[config.mk]
export PLATFORM = sky130hd
export DESIGN_NAME = source_threshold_monitor
export DESIGN_NICKNAME = d
export VERILOG_FILES = /design/src/pkg/src_mon_pkg.sv /design/src/pkg/src_flags_if.sv /design/src/rtl/limit_checker.sv /design/src/rtl/qual_timer.sv /design/src/rtl/source_threshold_monitor.sv
export SDC_FILE = /design/constraint.sdc
export NUM_CORES = 2
export LEC_CHECK = 0
export BUFFER_PORTS_ARGS = -buffer_cell sky130_fd_sc_hd__buf_2
export CORE_MARGIN = 2
export CORE_UTILIZATION = 55
export CTS_CLUSTER_DIAMETER = 30
export DETAILED_ROUTE_END_ITERATION = 10
export PLACE_DENSITY = 0.71
export SETUP_SLACK_MARGIN = 0.02
export SLEW_MARGIN = 20
export SYNTH_ARGS = -nofsm -noshare
export SYNTH_HDL_FRONTEND = slang
export SYNTH_HIERARCHICAL = 1
export SYNTH_SLANG_ARGS = --single-unit
[constraint.sdc]
create_clock -name ref_clk -period 35.3 [get_ports ref_clk]
set_input_delay 1.765 -clock ref_clk [delete_from_list [all_inputs] [get_ports ref_clk]]
set_output_delay 1.765 -clock ref_clk [all_outputs]
set_load 0.01 [all_outputs]
[src/pkg/src_mon_pkg.sv]
// Constants, types and timing figures for the source threshold monitor
`default_nettype none
package src_mon_pkg;
  // ----------------------------------------
  // Widths
  // ----------------------------------------
  localparam int V_W = 10;
  localparam int F_W = 13;
  localparam int PCT_W = 5;
  localparam int MATH_W = 24;
  localparam int CNT_W = 16;
  localparam int NCOND = 4;
  // ----------------------------------------
  // Delta dropout settings, in percent of rated
  // ----------------------------------------
  localparam logic [PCT_W-1:0] V_PCT_DEF = 5'h0A;
  localparam logic [PCT_W-1:0] V_PCT_MIN = 5'h04;
  localparam logic [PCT_W-1:0] V_PCT_MAX = 5'h14;
  localparam logic [PCT_W-1:0] F_PCT_DEF = 5'h05;
  localparam logic [PCT_W-1:0] F_PCT_MIN = 5'h02;
  localparam logic [PCT_W-1:0] F_PCT_MAX = 5'h0A;
  // Hysteresis is delta / HYST_DIV; compare scale is percent * divisor
  localparam int PCT_FULL = 100;
  localparam int HYST_DIV = 5;
  localparam int SCALE = PCT_FULL * HYST_DIV;
  // ----------------------------------------
  // Rated values selected by DIP switch (volts, 0.01 Hz units)
  // ----------------------------------------
  localparam logic [V_W-1:0] RATED_V0 = 10'h0DC;
  localparam logic [V_W-1:0] RATED_V1 = 10'h0E6;
  localparam logic [V_W-1:0] RATED_V2 = 10'h0F0;
  localparam logic [V_W-1:0] RATED_V3 = 10'h190;
  localparam logic [F_W-1:0] RATED_F50 = 13'h1388;
  localparam logic [F_W-1:0] RATED_F60 = 13'h1770;
  // ----------------------------------------
  // Condition bit positions
  // ----------------------------------------
  localparam int C_OV = 0;
  localparam int C_UV = 1;
  localparam int C_OF = 2;
  localparam int C_UF = 3;
  // ----------------------------------------
  // Timing: delay settings count 1 ms ticks
  // ----------------------------------------
  localparam int CLK_PERIOD_NS = 50;
  localparam int TICK_PERIOD_NS = 1000000;
  localparam int TICK_CYCLES = TICK_PERIOD_NS / CLK_PERIOD_NS;
  typedef enum logic {ST_OPEN, ST_CLOSED} sw_state_e;
endpackage
`default_nettype wire

[src/pkg/src_flags_if.sv]
// Per-source bundle between the top, the limit checker and the qualifier
`timescale 1ns/1ps
`default_nettype none
interface src_flags_if;
  import src_mon_pkg::*;
  logic [V_W-1:0] meas_v;
  logic [V_W-1:0] rated_v;
  logic [F_W-1:0] meas_f;
  logic [F_W-1:0] rated_f;
  logic [PCT_W-1:0] v_pct;
  logic [PCT_W-1:0] f_pct;
  logic [NCOND-1:0] beyond;
  logic [NCOND-1:0] back_in;
  logic [NCOND-1:0] fault;
  logic tick;
  logic [CNT_W-1:0] delay;
  modport top (output meas_v, rated_v, meas_f, rated_f, v_pct, f_pct, tick, delay,
               input fault);
  modport chk (input meas_v, rated_v, meas_f, rated_f, v_pct, f_pct,
               output beyond, back_in);
  modport qual (input beyond, back_in, tick, delay, output fault);
endinterface
`default_nettype wire

[src/rtl/limit_checker.sv]
// Dropout and pickup comparison for one source, voltage and frequency
`timescale 1ns/1ps
`default_nettype none
module limit_checker (
  src_flags_if.chk flags
);
  import src_mon_pkg::*;
  // ----------------------------------------
  // Compare in units of rated / SCALE to stay exact
  // ----------------------------------------
  // Returns {uv_back, ov_back, uv_beyond, ov_beyond}
  function automatic logic [3:0] judge(input logic [MATH_W-1:0] m,
                                       input logic [MATH_W-1:0] r,
                                       input logic [MATH_W-1:0] p);
    logic [MATH_W-1:0] ms;
    logic [MATH_W-1:0] rs;
    logic [MATH_W-1:0] d1;
    logic [MATH_W-1:0] d5;
    ms = m * MATH_W'(SCALE);
    rs = r * MATH_W'(SCALE);
    d1 = r * p;
    d5 = d1 * MATH_W'(HYST_DIV);
    judge[0] = ms > rs + d5;
    judge[1] = ms < rs - d5;
    judge[2] = ms <= rs + d5 - d1;
    judge[3] = ms >= rs - d5 + d1;
  endfunction
  logic [3:0] jv;
  logic [3:0] jf;
  // Over and under limits: dropout beyond the delta, pickup one hysteresis back inside
  assign jv = judge(MATH_W'(flags.meas_v), MATH_W'(flags.rated_v), MATH_W'(flags.v_pct));
  assign jf = judge(MATH_W'(flags.meas_f), MATH_W'(flags.rated_f), MATH_W'(flags.f_pct));
  assign flags.beyond = {jf[1:0], jv[1:0]};
  assign flags.back_in = {jf[3:2], jv[3:2]};
endmodule // limit_checker
`default_nettype wire

[src/rtl/qual_timer.sv]
// Dropout qualification timers and out-of-range latches for one source
`timescale 1ns/1ps
`default_nettype none
module qual_timer (
  input wire logic ref_clk,
  input wire logic reset_n,
  src_flags_if.qual flags
);
  import src_mon_pkg::*;
  typedef struct packed {
    logic [NCOND-1:0][CNT_W-1:0] cnt;
    logic [NCOND-1:0] fault;
  } qual_s;
  qual_s st;
  qual_s next_st;
  // ----------------------------------------
  // Qualify dropout, release at pickup
  // ----------------------------------------
  always_comb
  begin
    next_st = st;
    for (int i = 0; i < NCOND; i++)
    begin
      if (st.fault[i])
      begin
        next_st.cnt[i] = '0;
        if (flags.back_in[i])
          next_st.fault[i] = 1'b0;
      end
      else if (!flags.beyond[i])
        next_st.cnt[i] = '0;
      else if (flags.tick)
      begin
        if (st.cnt[i] >= flags.delay)
          next_st.fault[i] = 1'b1;
        else
          next_st.cnt[i] = st.cnt[i] + CNT_W'(1);
      end
    end
  end
  // State register
  always_ff @(posedge ref_clk)
  begin
    if (!reset_n)
      st <= '0;
    else
      st <= next_st;
  end
  assign flags.fault = st.fault;
endmodule // qual_timer
`default_nettype wire

[src/rtl/source_threshold_monitor.sv]
// Two-source supervision and transfer sequencing for the auto_transfer_unit
`timescale 1ns/1ps
`default_nettype none
// Overview of operation
// - Both sources are supervised; over or under voltage triggers transfer away.
// - Voltage delta dropout defaults to 10 percent, legal 4 to 20 in 2s.
// - Frequency delta dropout defaults to 5 percent, legal 2 to 10 in 1s.
// - Pickup hysteresis is fixed at one fifth of the delta dropout.
// - Voltage above over-voltage dropout is out of range; transfer starts.
// - Voltage back at over-voltage pickup allows return to normal.
// - Voltage below under-voltage dropout is out of range; transfer starts.
// - Voltage back at under-voltage pickup allows return to normal.
// - Frequency above over-frequency dropout is out of range; transfer starts.
// - Frequency back at over-frequency pickup allows return to normal.
// - Frequency below under-frequency dropout is out of range; transfer starts.
// - Frequency back at under-frequency pickup allows return to normal.
// - Under-voltage is declared only after outlasting the qualification delay.
// - Reading at or past pickup ends the out-of-range state.
// - Open transition breaks the present source before making the other.
// - Delayed transition holds contacts off for the set delay first.
// - Remote panel settings win over local panel settings.
// - Preferred source comes from a DIP switch.
// - Rated voltage comes from a DIP switch.
module source_threshold_monitor
  import src_mon_pkg::*;
#(
  parameter int TICK_CYCLES_P = src_mon_pkg::TICK_CYCLES
) (
  input wire logic ref_clk,
  input wire logic reset_n,
  input wire logic [1:0][src_mon_pkg::V_W-1:0] meas_v,
  input wire logic [1:0][src_mon_pkg::F_W-1:0] meas_f,
  input wire logic dip_pref_src,
  input wire logic [1:0] dip_rated_v,
  input wire logic dip_rated_f,
  input wire logic [src_mon_pkg::PCT_W-1:0] local_v_pct,
  input wire logic [src_mon_pkg::PCT_W-1:0] local_f_pct,
  input wire logic remote_link_up,
  input wire logic [src_mon_pkg::PCT_W-1:0] remote_v_pct,
  input wire logic [src_mon_pkg::PCT_W-1:0] remote_f_pct,
  input wire logic [src_mon_pkg::CNT_W-1:0] qual_delay,
  input wire logic delayed_en,
  input wire logic [src_mon_pkg::CNT_W-1:0] center_off_delay,
  output logic [1:0] contact_close,
  output logic [1:0] src_fault,
  output logic active_src,
  output logic load_supplied,
  output logic [src_mon_pkg::PCT_W-1:0] eff_v_pct,
  output logic [src_mon_pkg::PCT_W-1:0] eff_f_pct
);
  import src_mon_pkg::*;
  localparam int TCW = $clog2(TICK_CYCLES_P);
  localparam logic [TCW-1:0] TICK_LAST = TCW'(TICK_CYCLES_P - 1);

  // ----------------------------------------
  // Elaboration check
  // ----------------------------------------
  if (TICK_CYCLES_P < 2)
  begin : g_bad_tick
    $error("TICK_CYCLES_P must be at least 2");
  end

  typedef struct packed {
    logic [TCW-1:0] tick_cnt;
    logic tick;
    logic [PCT_W-1:0] v_pct;
    logic [PCT_W-1:0] f_pct;
    logic [V_W-1:0] rated_v;
    logic [F_W-1:0] rated_f;
    sw_state_e state;
    logic active;
    logic [1:0] close;
    logic [CNT_W-1:0] wait_cnt;
    logic [1:0] fault;
    logic supplied;
  } top_s;
  top_s st;
  top_s next_st;
  logic [1:0] raw_fault;

  // ----------------------------------------
  // Setting legality
  // ----------------------------------------
  function automatic logic v_legal(input logic [PCT_W-1:0] p);
    v_legal = (p >= V_PCT_MIN) && (p <= V_PCT_MAX) && !p[0];
  endfunction
  function automatic logic f_legal(input logic [PCT_W-1:0] p);
    f_legal = (p >= F_PCT_MIN) && (p <= F_PCT_MAX);
  endfunction

  // ----------------------------------------
  // Per-source checker and qualifier
  // ----------------------------------------
  src_flags_if flg [2] ();
  for (genvar s = 0; s < 2; s++)
  begin : g_src
    assign flg[s].meas_v = meas_v[s];
    assign flg[s].meas_f = meas_f[s];
    assign flg[s].rated_v = st.rated_v;
    assign flg[s].rated_f = st.rated_f;
    assign flg[s].v_pct = st.v_pct;
    assign flg[s].f_pct = st.f_pct;
    assign flg[s].tick = st.tick;
    assign flg[s].delay = qual_delay;
    assign raw_fault[s] = |flg[s].fault;
    limit_checker u_chk (
      .flags(flg[s])
    );
    qual_timer u_qual (
      .ref_clk(ref_clk),
      .reset_n(reset_n),
      .flags(flg[s])
    );
  end

  // ----------------------------------------
  // Next-state logic
  // ----------------------------------------
  logic want;
  logic want_ok;
  always_comb
  begin
    next_st = st;
    // Millisecond tick for all delays
    if (st.tick_cnt == TICK_LAST)
    begin
      next_st.tick_cnt = '0;
      next_st.tick = 1'b1;
    end
    else
    begin
      next_st.tick_cnt = st.tick_cnt + TCW'(1);
      next_st.tick = 1'b0;
    end
    // Remote panel over local; an illegal remote value falls back to local, an illegal local value to default
    if (remote_link_up && v_legal(remote_v_pct))
      next_st.v_pct = remote_v_pct;
    else if (v_legal(local_v_pct))
      next_st.v_pct = local_v_pct;
    else
      next_st.v_pct = V_PCT_DEF;
    if (remote_link_up && f_legal(remote_f_pct))
      next_st.f_pct = remote_f_pct;
    else if (f_legal(local_f_pct))
      next_st.f_pct = local_f_pct;
    else
      next_st.f_pct = F_PCT_DEF;
    // Rated values from DIP switches
    unique case (dip_rated_v)
      2'h0: next_st.rated_v = RATED_V0;
      2'h1: next_st.rated_v = RATED_V1;
      2'h2: next_st.rated_v = RATED_V2;
      2'h3: next_st.rated_v = RATED_V3;
    endcase
    next_st.rated_f = dip_rated_f ? RATED_F60 : RATED_F50;
    next_st.fault = raw_fault;
    // Preferred source first, else the other if it is healthy
    want = st.fault[dip_pref_src] ? !dip_pref_src : dip_pref_src;
    want_ok = !st.fault[want];
    // Contact sequencing
    unique case (st.state)
      ST_CLOSED:
      begin
        if (want_ok && (want != st.active))
        begin
          next_st.state = ST_OPEN;
          next_st.close = 2'h0;
          next_st.wait_cnt = '0;
          next_st.supplied = 1'b0;
        end
      end
      ST_OPEN:
      begin
        if (delayed_en && (st.wait_cnt < center_off_delay))
        begin
          if (st.tick)
            next_st.wait_cnt = st.wait_cnt + CNT_W'(1);
        end
        else if (want_ok)
        begin
          next_st.state = ST_CLOSED;
          next_st.active = want;
          next_st.close = want ? 2'h2 : 2'h1;
          next_st.supplied = 1'b1;
        end
      end
    endcase
  end

  // ----------------------------------------
  // State register
  // ----------------------------------------
  always_ff @(posedge ref_clk)
  begin
    if (!reset_n)
    begin
      st <= '0;
      st.state <= ST_OPEN;
      st.v_pct <= V_PCT_DEF;
      st.f_pct <= F_PCT_DEF;
      st.rated_v <= RATED_V0;
      st.rated_f <= RATED_F50;
    end
    else
      st <= next_st;
  end

  // Outputs straight from state flops
  assign contact_close = st.close;
  assign src_fault = st.fault;
  assign active_src = st.active;
  assign load_supplied = st.supplied;
  assign eff_v_pct = st.v_pct;
  assign eff_f_pct = st.f_pct;
endmodule // source_threshold_monitor
`default_nettype wire

==> metrics.md <==
| Metric | Value |
|---|---|
| Status | `complete, no violations` |
| Ratio of final minimum period to clock period | `0.317` |
| Post-CTS Setup Inserts | `0` |
| RD Place Congestion | `0.914` |
| Largest area contributor in the netlist | `ha_1` |
| Critical path startpoint | `flg[0].rated_f[6]` |
| First-pass GRT wire length | `218000 um` |
| Final Hold Fails | `0` |
| Setup Crit Path Kind | `reg2reg` |
| CTS tree | `done` |
| Ys flop type | `dfxtp_1` |
| Worst R2R Start | `flg[0].rated_f[6]` |
| # resized after CTS | `0` |
| Yosys warning count | `6` |
| Seq/Total Area, Yosys | `0.0693` |
| Post-synth top cells | `1244 x ha_1, 821 x inv_1, 485 x a21oi_1` |
| Crit-path max FO | `53` |
| Remaining DRCs | `0` |
| Cell family with most CP delay | `compound AO/OA/AOI/OAI gates` |
| Clock Skew | `13.6 ps` |
| Placed Area | `0.0587 sq mm` |
| Die area | `0.104 sq mm` |
| Critical Path End Type | `register` |
| Post-synth EDFFs | `0` |
| Post-Syn Area per Cell | `8.31 sq um` |
| Buffers added on ports | `121` |
| Buf/Inv on CP | `4` |
| CTS buffer count | `17` |
| Core area | `0.101 sq mm` |
| Crit-path max cell delay | `660 ps` |
| Final instance area | `0.0593 sq mm` |
| WL/cell | `15.2 um` |
| HPWL Detailed | `108000 um` |
| Post-synth top area share | `0.278` |
| CP most frequent cell | `ha_1` |
| CTS clk-pin slew, worst paths | `80 ps` |
| Max-cap viol count | `0` |
| Chip width | `323 um` |
| Final max-slew violation count | `0` |
| Final ANT Viol Nets | `0` |
| Hold/Removal Path Class | `reg2reg` |
| Clk_lat worst skew | `490 ps` |
| Synthesis-to-finish area growth | `5.92%` |
| Min Tclk post-route | `11180 ps` |
| # rows | `117` |
| RSZ-0062 raised after global routing | `no` |
| Slew @ Worst Pin | `984 ps` |
| CTS hold repair buffers | `0` |
| Root buffer cell | `clkbuf_16` |
| Startpoint Class | `register` |
| Fraction of registers with async set/reset | `0` |
| Vias in the first global route | `45.9k` |
| Total Routed Length | `127000 um` |
| Setup_tns | `0 ps` |
| GRT Total Usage | `0.249` |
| Die Y-Extent | `323 um` |
| Crit path arrival time | `11600 ps` |
| Gr ovfl total | `0` |
| Ant diodes | `0` |
| First-pass DRT Iterations | `5` |
| Slowest cell on crit path | `dfxtp_4` |
| I/O pin count | `122` |
| Final nets | `8765` |
| Largest net degree at the start of global routing | `54` |
| Synth Register Bits | `194` |
| Worst EP required | `35720 ps` |
| First-iteration detailed-routing DRC count | `2474` |
| Cell variety after synth | `116` |
| Detailed-route vias per instance | `5.59` |
| Area of the mapped netlist | `0.0560 sq mm` |
| Most common cell in the netlist | `ha_1` |
| Num Clock Sinks | `194` |
| # fillers | `9322` |
| Initial core utilization | `0.552` |
| Layout cells sized above 1 | `0.0450` |
| Top post-synthesis cells by area | `ha_1 28%, fa_1 15%, dfxtp_1 6.9%, inv_1 5.5%, xnor2_1 5.0%` |
| Final setup vio count | `0` |
| Min-delay src | `contact_close[0]` |
| Vias post-DR | `46.9k` |
| Cell count after synthesis | `6744` |
| H-tree depth | `4` |
| Longest Clk Path Bufs | `2` |
| Fmax | `89.4 MHz` |
| Slew Limit Headroom | `0.339` |
| Initial antenna violation count | `5` |
worst register-to-register path: cells and delay by family (launching register included):
family / cells / cell delay, ps
AOI/OAI and AO/OA: 16 / 3340
adders and majority gates: 8 / 2860
and+or+nand+nor: 9 / 2390
xor gates and xnor gates: 4 / 1040
buffers and inverters: 4 / 790
DFF: 1 / 660
layout by cell type (no fill, tap or decap), drive strengths merged, types with 18 or more instances in the layout:
master	instances
a2111oi	19
a211o	22
a211oi	65
a21boi	31
a21o	150
a21oi	490
a31oi	33
and2	186
and3	64
buf	137
clkbuf	18
conb	230
dfxtp	194
fa	410
ha	1244
inv	829
mux2i	18
nand2	408
nand2b	83
nand3	127
nand3b	19
nand4	88
nor2	401
nor2b	105
nor3	103
nor4	34
o2111ai	23
o211ai	36
o21a	94
o21ai	323
o21bai	69
o31ai	42
or2	51
or3	110
or4	24
xnor2	324
xor2	178
routing by layer:
metal | part of all wire | global-route usage
met1 | 0.47 | 0.332
met2 | 0.48 | 0.435
met3 | 0.030 | 0.0177
met4 | 0.022 | 0.0604
met5 | 0 | 0
logic make-up (layout without fill, tap and decap cells):
kind of cell / count (synthesis) / in the layout / synth area share
and+or+nand+nor: 1850 / 1850 / 0.170
adders and majority gates: 1658 / 1658 / 0.425
AOI/OAI and AO/OA: 1574 / 1574 / 0.187
buffers and inverters: 945 / 991 / 0.0659
xor gates and xnor gates: 502 / 502 / 0.0790
DFF: 194 / 194 / 0.0693
muxes: 19 / 19 / 0.00342
other: 2 / 230 / 0.000134
stage by stage:
step                hold WS, ps  cells  utilization  worst slack (ps)
finish                      468   8386        0.585             24120
global route                501   8386        0.585             23230
CTS                         475   8386        0.585             24090
detailed placement          463   8354        0.579             24150
global placement            439   8354        0.579             24380
floorplan                   426   6972            -             23780
final cells by class:
class	instances	area, sq um	area share
clock buffer	18	439	0.00740
clock inverter	14	184	0.00310
inverter	822	3090	0.0520
multi-input combinational	5833	49300	0.831
sequential	194	3890	0.0655
tap	1368	1710	0.0288
timing repair buffer	137	726	0.0122
registers in the layout, summed over array words and instances (netlist names):
signal / flops
g_src.u_qual/flags.fault: 8
contact_close: 2
flg.rated_v: 7
flg.rated_f: 2
active_src: 1
eff_f_pct: 5
src_fault: 2
eff_v_pct: 5
st: 32
load_supplied: 1
flg.tick: 1
g_src.u_qual/st: 128
path summary, 6_finish.rpt:
path	end	slack, ps	cells after the start
worst max-delay path	g_src[1].u_qual/flags.fault[3]	24120	41
worst min-delay path	contact_close[0]	470	2
worst max register to register	g_src[1].u_qual/flags.fault[3]	24120	41
worst min register to register	contact_close[0]	470	2
Power is left out: the tool's default activity adds up to more than one toggle a clock period on the data nets, which glitch-free logic cannot reach.
